**config.mk**
```make
export PLATFORM = sky130hd
export DESIGN_NAME = scli_top
export DESIGN_NICKNAME = d
export VERILOG_FILES = /design/src/rtl/scli_pkg.sv /design/src/rtl/scli_strm_if.sv /design/src/rtl/scli_fifo.sv /design/src/rtl/scli_top.sv
export VERILOG_INCLUDE_DIRS = /design/src /design/src/rtl
export SDC_FILE = /design/constraint.sdc
export NUM_CORES = 2
export LEC_CHECK = 0
export BUFFER_PORTS_ARGS = -buffer_cell sky130_fd_sc_hd__clkbuf_2
export CAP_MARGIN = 20
export CORE_UTILIZATION = 60
export CTS_BUF_LIST = sky130_fd_sc_hd__clkbuf_16
export CTS_CLUSTER_DIAMETER = 150
export DETAILED_ROUTE_END_ITERATION = 16
export PLACE_DENSITY_LB_ADDON = 0.25
export SYNTH_ARGS = -nofsm -noshare
export SYNTH_HDL_FRONTEND = slang
export SYNTH_HIERARCHICAL = 1
export SYNTH_SLANG_ARGS = --single-unit
```
**constraint.sdc**
```tcl
create_clock -name I_MCLK -period 31.5 [get_ports I_MCLK]
set_input_delay 6.3 -clock I_MCLK [delete_from_list [all_inputs] [get_ports I_MCLK]]
set_output_delay 6.3 -clock I_MCLK [all_outputs]
set_load 0.02 [all_outputs]
```
**src/rtl/scli_cfg.svh**
```systemverilog
// Constants for the serial command line interpreter
`ifndef SCLI_CFG_SVH
`define SCLI_CFG_SVH

// Clock and console format
`define SCLI_CLK_HZ 20000000
`define SCLI_P4_BAUD 1200
`define SCLI_P4_FRAME 8'h81

// Line handling
`define SCLI_LINE_LEN 16
`define SCLI_LEN_W 5
`define SCLI_WORD_LEN 8
`define SCLI_NCMD 8
`define SCLI_HELP_ID 3'h0
`define SCLI_CR 8'h0d
`define SCLI_BS 8'h08
`define SCLI_SPACE 8'h20
`define SCLI_HELP_PARAM 8'h48

// Command table, eight characters per word, space padded
`define SCLI_CMD_TABLE "HELP    SETUP   BUS_MODEDATA    UNIT    SYSPAR  TIME    EVENTS  "

// Message texts; # is replaced by the interface digit
`define SCLI_BANNER_TXT "#### REPORTING UNIT ####\015\012#### COMMAND LINE ####\015\012"
`define SCLI_RESV_TXT "Command reserved, wait a moment and try again\015\012"
`define SCLI_UNK_TXT "?"
`define SCLI_PROMPT_TXT "-"
`define SCLI_HELP_TXT "HELP SETUP BUS_MODE DATA UNIT SYSPAR TIME EVENTS\015\012"

`endif

```
**src/rtl/scli_pkg.sv**
```systemverilog
// Types of the serial command line interpreter
package scli_pkg;
`include "scli_cfg.svh"

  typedef enum logic [5:0] {
    MSG_IDLE   = 6'h01,
    MSG_BANNER = 6'h02,
    MSG_RESV   = 6'h04,
    MSG_UNK    = 6'h08,
    MSG_HELP   = 6'h10,
    MSG_PROMPT = 6'h20
  } scli_msg_t;

  typedef logic [`SCLI_LINE_LEN-1:0][7:0] scli_line_t;

  typedef struct packed {
    scli_line_t [3:0] line;
    logic [3:0][`SCLI_LEN_W-1:0] len;
    logic [3:0] ban_p;
    logic [3:0] res_p;
    logic [3:0] unk_p;
    logic [3:0] hlp_p;
    logic [3:0] pr_p;
    logic [3:0] term_q;
    logic [`SCLI_NCMD-1:0] resv;
    logic [`SCLI_NCMD-1:0][1:0] own;
    scli_msg_t msg;
    logic [1:0] mport;
    logic [6:0] midx;
    logic sw_m;
    logic sw_s;
    logic rx_ready;
    logic tx_v;
    logic [1:0] tx_port;
    logic [7:0] tx_data;
    logic cmd_valid;
    logic [2:0] cmd_id;
    logic [1:0] cmd_port;
    logic cmd_help;
    scli_line_t cmd_param;
    logic [`SCLI_LEN_W-1:0] cmd_plen;
    logic p4_force;
    logic [15:0] p4_bit;
    logic [7:0] p4_frame;
  } scli_st_t;
endpackage

```
**src/rtl/scli_strm_if.sv**
```systemverilog
// Valid/ready byte stream between interpreter and its FIFO
`timescale 1ns/1ps
interface scli_strm_if #(parameter int W = 8);
  logic valid;
  logic ready;
  logic [W-1:0] data;
  modport src (output valid, output data, input ready);
  modport snk (input valid, input data, output ready);
endinterface

```
**src/rtl/scli_fifo.sv**
```systemverilog
// Small flip-flop FIFO with valid/ready on both sides
`timescale 1ns/1ps
module scli_fifo #(
  parameter int W = 10,
  parameter int DEPTH = 4
) (
  // Clock and reset
  input wire logic i_clk,
  input wire logic i_reset,
  // Streams
  scli_strm_if.snk fill,
  scli_strm_if.src drain
);
  localparam int AW = (DEPTH > 1) ? $clog2(DEPTH) : 1;

  typedef struct packed {
    logic [DEPTH-1:0][W-1:0] mem;
    logic [AW-1:0] wr;
    logic [AW-1:0] rd;
    logic [AW:0] cnt;
  } scli_fifo_st_t;

  scli_fifo_st_t q;
  scli_fifo_st_t d;
  logic push;
  logic pop;

  // Honest full and empty from the fill count
  assign fill.ready = q.cnt != (AW+1)'(DEPTH);
  assign drain.valid = q.cnt != '0;
  assign drain.data = q.mem[q.rd];
  assign push = fill.valid && fill.ready;
  assign pop = drain.valid && drain.ready;

  // Next state: write, read and count
  always_comb begin
    d = q;
    if (push) begin
      d.mem[q.wr] = fill.data;
      d.wr = (q.wr == AW'(DEPTH - 1)) ? '0 : q.wr + AW'(1);
    end
    if (pop) begin
      d.rd = (q.rd == AW'(DEPTH - 1)) ? '0 : q.rd + AW'(1);
    end
    if (push && !pop) begin
      d.cnt = q.cnt + (AW+1)'(1);
    end else if (pop && !push) begin
      d.cnt = q.cnt - (AW+1)'(1);
    end
  end

  // State register
  always_ff @(posedge i_clk or posedge i_reset) begin
    if (i_reset) begin
      q <= '0;
    end else begin
      q <= d;
    end
  end
endmodule // scli_fifo

```
**src/rtl/scli_top.sv**
```systemverilog
// Serial command line interpreter: line editing, dispatch, reservations, messages
`timescale 1ns/1ps
`include "scli_cfg.svh"
module scli_top import scli_pkg::*; #(
  parameter int P4_BIT_CYC = `SCLI_CLK_HZ / `SCLI_P4_BAUD,
  parameter int FIFO_DEPTH = 4
) (
  // Clock and reset
  input wire logic I_MCLK,
  input wire logic I_RESET,
  // Front panel console switch pin
  input wire logic I_CONSOLE_SW,
  // Terminal mode of each interface
  input wire logic [3:0] I_TERM_MODE,
  // Received bytes from the serial interfaces
  input wire logic I_RX_VALID,
  input wire logic [1:0] I_RX_PORT,
  input wire logic [7:0] I_RX_DATA,
  output logic O_RX_READY,
  // Bytes to send to the serial interfaces
  output logic O_TX_VALID,
  output logic [1:0] O_TX_PORT,
  output logic [7:0] O_TX_DATA,
  input wire logic I_TX_READY,
  // Command dispatch to the execution side
  output logic O_CMD_VALID,
  output logic [2:0] O_CMD_ID,
  output logic [1:0] O_CMD_PORT,
  output logic O_CMD_HELP,
  output logic [`SCLI_LINE_LEN*8-1:0] O_CMD_PARAM,
  output logic [`SCLI_LEN_W-1:0] O_CMD_PLEN,
  // Command completion
  input wire logic I_DONE_VALID,
  input wire logic [2:0] I_DONE_ID,
  // Forced format of interface 4
  output logic O_P4_FORCE,
  output logic [15:0] O_P4_BIT_CYC,
  output logic [7:0] O_P4_FRAME
);
  localparam int LW = `SCLI_LINE_LEN;
  localparam int NC = `SCLI_NCMD;
  localparam TBL = `SCLI_CMD_TABLE;
  localparam BAN = `SCLI_BANNER_TXT;
  localparam RES = `SCLI_RESV_TXT;
  localparam UNK = `SCLI_UNK_TXT;
  localparam PRM = `SCLI_PROMPT_TXT;
  localparam HLP = `SCLI_HELP_TXT;
  localparam int BAN_N = $bits(BAN) / 8;
  localparam int RES_N = $bits(RES) / 8;
  localparam int HLP_N = $bits(HLP) / 8;

  scli_st_t q;
  scli_st_t d;
  logic [8:0] cur_ch;

  scli_strm_if #(.W(10)) tin ();
  scli_strm_if #(.W(10)) tout ();

  // Character of a message at an index, with a last-character flag on top
  function automatic logic [8:0] msg_char(scli_msg_t m, logic [6:0] i, logic [1:0] p);
    logic [7:0] c;
    logic last;
    c = 8'h00;
    last = 1'b1;
    unique case (m)
      MSG_BANNER: begin
        c = BAN[8*(BAN_N-1-int'(i)) +: 8];
        // Frame characters carry the interface digit
        if (c == 8'h23) begin
          c = 8'h31 + {6'h00, p};
        end
        last = int'(i) == BAN_N - 1;
      end
      MSG_RESV: begin
        c = RES[8*(RES_N-1-int'(i)) +: 8];
        last = int'(i) == RES_N - 1;
      end
      MSG_HELP: begin
        c = HLP[8*(HLP_N-1-int'(i)) +: 8];
        last = int'(i) == HLP_N - 1;
      end
      MSG_UNK: c = UNK[7:0];
      MSG_PROMPT: c = PRM[7:0];
      MSG_IDLE: c = 8'h00;
      default: c = 8'h00;
    endcase
    return {last, c};
  endfunction

  // Emitter feeds the FIFO directly from state
  assign cur_ch = msg_char(q.msg, q.midx, q.mport);
  assign tin.valid = q.msg != MSG_IDLE;
  assign tin.data = {q.mport, cur_ch[7:0]};
  // Output stage refills whenever it is empty or being taken
  assign tout.ready = !q.tx_v || I_TX_READY;

  scli_fifo #(
    .W(10),
    .DEPTH(FIFO_DEPTH)
  ) u_fifo (
    .i_clk(I_MCLK),
    .i_reset(I_RESET),
    .fill(tin.snk),
    .drain(tout.src)
  );

  // Next state of the whole interpreter
  always_comb begin
    logic [3:0] term;
    logic found;
    logic [7:0] b;
    scli_line_t ln;
    logic [`SCLI_LEN_W-1:0] n;
    logic [`SCLI_LEN_W-1:0] sp;
    logic [`SCLI_LEN_W-1:0] plen;
    logic [7:0][7:0] wd;
    scli_line_t prm;
    logic hit;
    logic [2:0] id;
    int k;
    term = 4'h0;
    found = 1'b0;
    b = 8'h00;
    ln = '0;
    n = '0;
    sp = '0;
    plen = '0;
    wd = '0;
    prm = '0;
    hit = 1'b0;
    id = 3'h0;
    k = 0;
    d = q;
    d.cmd_valid = 1'b0;
    d.rx_ready = 1'b1;

    // Console switch pin, two flip-flops before use
    d.sw_m = I_CONSOLE_SW;
    d.sw_s = q.sw_m;
    d.p4_force = q.sw_s;
    d.p4_bit = q.sw_s ? P4_BIT_CYC[15:0] : 16'h0000;
    d.p4_frame = q.sw_s ? `SCLI_P4_FRAME : 8'h00;

    term = I_TERM_MODE | {q.sw_s, 3'b000};
    d.term_q = term;

    // Pick the next message; lowest interface first, banner before the rest
    if (q.msg == MSG_IDLE) begin
      for (int p = 0; p < 4; p++) begin
        if (!found && (q.ban_p[p] || q.res_p[p] || q.unk_p[p] || q.hlp_p[p] || q.pr_p[p])) begin
          found = 1'b1;
          d.mport = 2'(p);
          d.midx = 7'h00;
          if (q.ban_p[p]) begin
            d.msg = MSG_BANNER;
            d.ban_p[p] = 1'b0;
          end else if (q.res_p[p]) begin
            d.msg = MSG_RESV;
            d.res_p[p] = 1'b0;
          end else if (q.unk_p[p]) begin
            d.msg = MSG_UNK;
            d.unk_p[p] = 1'b0;
          end else if (q.hlp_p[p]) begin
            d.msg = MSG_HELP;
            d.hlp_p[p] = 1'b0;
          end else begin
            d.msg = MSG_PROMPT;
            d.pr_p[p] = 1'b0;
          end
        end
      end
    end else if (tin.ready) begin
      if (cur_ch[8]) begin
        d.msg = MSG_IDLE;
        if (q.msg != MSG_PROMPT && q.msg != MSG_BANNER) begin
          d.pr_p[q.mport] = 1'b1;
        end
      end else begin
        d.midx = q.midx + 7'h01;
      end
    end

    // banner on entry to terminal mode
    // Reset clears term_q, so ports already in terminal mode banner after reset
    d.ban_p = d.ban_p | (term & ~q.term_q);

    if (I_DONE_VALID && q.resv[I_DONE_ID]) begin
      d.resv[I_DONE_ID] = 1'b0;
      d.pr_p[q.own[I_DONE_ID]] = 1'b1;
    end

    // received bytes edit the line or submit it on carriage return, nothing loops back
    if (I_RX_VALID && q.rx_ready && term[I_RX_PORT]) begin
      b = I_RX_DATA;
      ln = q.line[I_RX_PORT];
      n = q.len[I_RX_PORT];
      if (b == `SCLI_CR) begin
        d.len[I_RX_PORT] = '0;
        // first space splits word from parameters
        sp = n;
        for (int i = LW - 1; i >= 0; i--) begin
          if (i < int'(n) && ln[i] == `SCLI_SPACE) begin
            sp = `SCLI_LEN_W'(i);
          end
        end
        for (int i = 0; i < 8; i++) begin
          wd[7-i] = (i < int'(sp)) ? ln[i] : `SCLI_SPACE;
        end
        plen = (sp < n) ? n - sp - `SCLI_LEN_W'(1) : '0;
        for (int j = 0; j < LW; j++) begin
          k = int'(sp) + 1 + j;
          prm[j] = (j < int'(plen) && k < LW) ? ln[k] : 8'h00;
        end
        // Known word lookup; longer words cannot match
        for (int c = 0; c < NC; c++) begin
          if (wd == TBL[64*(NC-1-c) +: 64] && int'(sp) <= `SCLI_WORD_LEN) begin
            hit = 1'b1;
            id = 3'(c);
          end
        end
        if (n == '0) begin
          d.pr_p[I_RX_PORT] = 1'b1;
        end else if (!hit) begin
          d.unk_p[I_RX_PORT] = 1'b1;
        end else if (id == `SCLI_HELP_ID) begin
          d.hlp_p[I_RX_PORT] = 1'b1;
        end else if (d.resv[id]) begin
          d.res_p[I_RX_PORT] = 1'b1;
        end else begin
          d.resv[id] = 1'b1;
          d.own[id] = I_RX_PORT;
          d.cmd_valid = 1'b1;
          d.cmd_id = id;
          d.cmd_port = I_RX_PORT;
          d.cmd_param = prm;
          d.cmd_plen = plen;
          d.cmd_help = plen == `SCLI_LEN_W'(1) && prm[0] == `SCLI_HELP_PARAM;
        end
      end else if (b == `SCLI_BS) begin
        if (n != '0) begin
          d.len[I_RX_PORT] = n - `SCLI_LEN_W'(1);
        end
      end else if (int'(n) < LW) begin
        // fold lower case; national codes above z stay as they are
        if (b >= 8'h61 && b <= 8'h7a) begin
          b = b - 8'h20;
        end
        d.line[I_RX_PORT][n[`SCLI_LEN_W-2:0]] = b;
        d.len[I_RX_PORT] = n + `SCLI_LEN_W'(1);
      end
    end

    // Output register stage; the emitter stalls when the FIFO fills
    if (tout.ready) begin
      d.tx_v = tout.valid;
      d.tx_port = tout.data[9:8];
      d.tx_data = tout.data[7:0];
    end
  end

  // State register; idle message code is the only non-zero reset bit
  always_ff @(posedge I_MCLK or posedge I_RESET) begin
    if (I_RESET) begin
      q <= '0;
      q.msg <= MSG_IDLE;
    end else begin
      q <= d;
    end
  end

  // Outputs straight from state
  assign O_RX_READY = q.rx_ready;
  assign O_TX_VALID = q.tx_v;
  assign O_TX_PORT = q.tx_port;
  assign O_TX_DATA = q.tx_data;
  assign O_CMD_VALID = q.cmd_valid;
  assign O_CMD_ID = q.cmd_id;
  assign O_CMD_PORT = q.cmd_port;
  assign O_CMD_HELP = q.cmd_help;
  assign O_CMD_PARAM = q.cmd_param;
  assign O_CMD_PLEN = q.cmd_plen;
  assign O_P4_FORCE = q.p4_force;
  assign O_P4_BIT_CYC = q.p4_bit;
  assign O_P4_FRAME = q.p4_frame;
endmodule // scli_top

```
==> results_dict.tcl <==
set metrics [dict create \
    finalSetupViolCount 0 \
    fp.dieH_um 283 \
    hold_path.class "reg -> reg" \
    synth_cell_types 108 \
    cts-root-buf "clkbuf_16" \
    hold_viol 0 \
    ios 200 \
    dieArea_um2 80200 \
    overflow 0 \
    max_cap_viol_count 0 \
    clkTransAtPathRegs_ns 0.06 \
    syn_to_final_growth_pct 6.68 \
    place_congestion 1.06 \
    io_buffers 182 \
    path_delay_family "compound AO/OA/AOI/OAI gates" \
    power.internal_mw 2.53 \
    start_kind "input pin" \
    track_usage_pct 35.3 \
    via_per_inst 6.72 \
    status "completed" \
    tightest_slew_ns 1.18 \
    synth_area_leader_cell "dfrtp_1" \
    cp.arrival_ns 15.70 \
    rsz0062_at_grt "false" \
    max_slew_margin_pct 21.1 \
    cts_tree "built" \
    grt_max_degree 129 \
    grt_pass1_vias 34000 \
    multiInputGateArea_um2 24900 \
    die_x_um 283 \
    ctsHoldBuffers 0 \
    cp_num_buf_inv 5 \
    critical_path_class "in -> reg" \
    fin_worst_skew_ns 0.0517 \
    ant_nets 0 \
    insertion_delay_ns 0.69 \
    cts_setup_buffers 0 \
    period_minus_slack_ns 15.18 \
    totalPowerFinal_mw 4.57 \
    cpMostUsedCell "buf_4" \
    synth_area_leaders "dfrtp_1 (42%), mux2_2 (13%), mux4_2 (11%)" \
    path_cells "clkbuf_8, buf_4, mux4_2, or4_1, nand4_1, o2111ai_1, a21oi_1, o21ai_4, buf_4, ha_1, nand4b_1, a211oi_1, o21bai_1, a211oi_1, a41oi_1, o221ai_2, mux2i_1, a221o_4, buf_4, buf_4, o21ai_0" \
    numCtsBuffers 83 \
    ys_ff_latch 797 \
    wl_per_cell_um 26.5 \
    grt_first_pass_wirelength_mm 218 \
    cts_resized 0 \
    synthCells 4334 \
    fill_cells 6024 \
    post-dp-hpwl_mm 102 \
    antenna_cells 0 \
    antenna_found_initial 0 \
    vias 36000 \
    synth_area_um2 47400 \
    ir_worst_vdd_mv 0.0880 \
    comb_power_share_pct 51.4 \
    drtIter0Drc 4926 \
    clockBufferDepth 3 \
    end_kind "flip-flop" \
    drcViolationCount 0 \
    swShare_pct 44.7 \
    power.density_nw_per_um2 90.3 \
    syn_avg_cell_area_um2 10.9 \
    synth_top_area_share_pct 42.0 \
    floorplan.initialDensity_pct 60.9 \
    power.switching_mw 2.04 \
    fin_crit_sh_pct 48.2 \
    required_ns 32.02 \
    yosysSeqAreaShare_pct 42.1 \
    fin_nets 4325 \
    htree_levels 3 \
    layout.area.seq_um2 19900 \
    timing.fmax_ghz 0.0659 \
    drive_above_1_share_pct 28.5 \
    finalMaxSlewViolations 0 \
    drt-pass1-iter-count 9 \
    ys_warn_count 6 \
    pwr-share-clk_pct 21.7 \
    crit_path_max_incr_delay_ns 0.83 \
    cts_sinks 797 \
    num_rows 102 \
    tns_ns 0 \
    totalWireLength_mm 142 \
    crit_path_top_delay_cell "mux4_2" \
    ys_async_sr_fraction_pct 100 \
    cp_max_fo 107 \
    p_leak_nw 23.1 \
    coreArea_um2 77800 \
    synth_ff_type "dfrtp_1" \
    synth_edf_count 0 \
    power_frac_seq_pct 26.9 \
]
-- power groups by stage --
stage	Combinational [mW]	Clock, mW	Sequential, mW
final	2.35	0.994	1.23
after global routing	2.49	1.05	1.24
after CTS	2.28	1.01	1.23
after detailed placement	2.27	0	1.24
after global placement	2.25	0	1.24
after floorplan	1.69	0	1.21
-- cell usage in the layout (no fill, tap or decap), types with 21 or more instances in the layout --
master	Yosys	layout
a21oi_1	194	192
a311oi_1	21	21
and3_1	38	38
buf_4	190	67
clkbuf_16	0	83
clkbuf_2	0	180
clkinv_2	0	22
conb_1	2	22
dfrtp_1	796	796
ha_1	51	50
inv_1	51	63
mux2_2	535	535
mux2i_1	175	175
mux4_2	223	223
nand2_1	512	512
nand2b_1	49	49
nand3_1	112	112
nand4_1	30	30
nor2_1	260	259
nor2b_1	24	24
nor3_1	51	51
nor4_1	30	30
o211ai_1	45	45
o21ai_0	177	177
o21ai_1	86	85
or2_2	25	25
xnor2_1	45	43
-- sequential cells by signal, indices dropped and copies added (netlist names), 2 cells and up --
| signal | flops |
|---|---|
| d | 2 |
| O_CMD_PORT | 2 |
| O_TX_DATA | 8 |
| O_TX_PORT | 2 |
| O_CMD_ID | 3 |
| O_CMD_PARAM | 128 |
| q | 595 |
| u_fifo/q | 47 |
| O_CMD_PLEN | 5 |
-- path summary, 6_finish.rpt --
path	from	endpoint	slack [ns]	depth (start not counted)
min in group asynchronous	I_RESET	u_fifo/q[37]$_DFFE_PP0P_	5.58	2
hold / removal	d[177]$_DFF_PP0_	d[24]$_DFF_PP0_	0.35	0
max in group asynchronous	I_RESET	O_CMD_PARAM[116]$_DFFE_PP0P_	22.55	5
setup / recovery	I_RX_PORT[0]	O_CMD_PARAM[14]$_DFFE_PP0P_	16.32	21
setup reg to reg	q[258]$_DFFE_PP0P_	O_CMD_PARAM[14]$_DFFE_PP0P_	22.70	20
hold reg to reg	d[177]$_DFF_PP0_	d[24]$_DFF_PP0_	0.35	0
-- per-stage QoR --
step,setup slack [ns],std cells,util (%),instance area [um^2],hold slack [ns]
floorplan,4.15,4354,-,47500,0.331
global placement,15.89,5194,61.3,47700,0.332
detailed placement,15.81,5196,61.3,47700,0.340
CTS,16.51,5350,64.8,50500,0.353
global route,15.71,5358,65.0,50600,0.365
finish,16.32,5358,65.0,50600,0.351
-- routing by layer --
| layer | up-vias | global-route usage [%] | part of all wire [%] |
|---|---|---|---|
| met1 | 18300 | 53.3 | 43 |
| met5 | - | 0 | 0 |
| met4 | 0 | 13.1 | 4.3 |
| li1 | 15500 | - | - |
| met2 | 1819 | 49.9 | 43 |
| met3 | 336 | 7.81 | 10 |
-- cells by family (layout without fill, tap and decap cells) --
group                      Yosys count  count (layout)  synth area share [%]
DFF                                797             797                  42.1
other                                2              22                0.0158
xor gates and xnor gates            60              60                  1.11
muxes                              948             948                  27.4
adders and majority gates           53              53                  1.43
buffers and inverters              500             464                  5.84
and+or+nand+nor                   1265            1265                  12.8
AOI/OAI and AO/OA                  709             709                  9.36
-- layout make-up --
type / count / share of cell area (%)
inverter: 57 / 0.440
multi-input combinational: 3057 / 49.1
timing repair buffer: 253 / 2.99
tap: 1040 / 2.57
clock inverter: 71 / 1.33
sequential: 797 / 39.4
clock buffer: 83 / 4.11
-- synth_stat cells, types with 38 or more instances --
master,n
o21ai_0,177
nor2_1,260
mux4_2,223
buf_4,190
o211ai_1,45
nand3_1,112
a21oi_1,194
nor3_1,51
nand2_1,512
nand2b_1,49
mux2_2,535
mux2i_1,175
o21ai_1,86
dfrtp_1,796
and3_1,38
clkbuf_1,177
ha_1,51
inv_1,51
xnor2_1,45
Power figures use the tool's default switching activity.
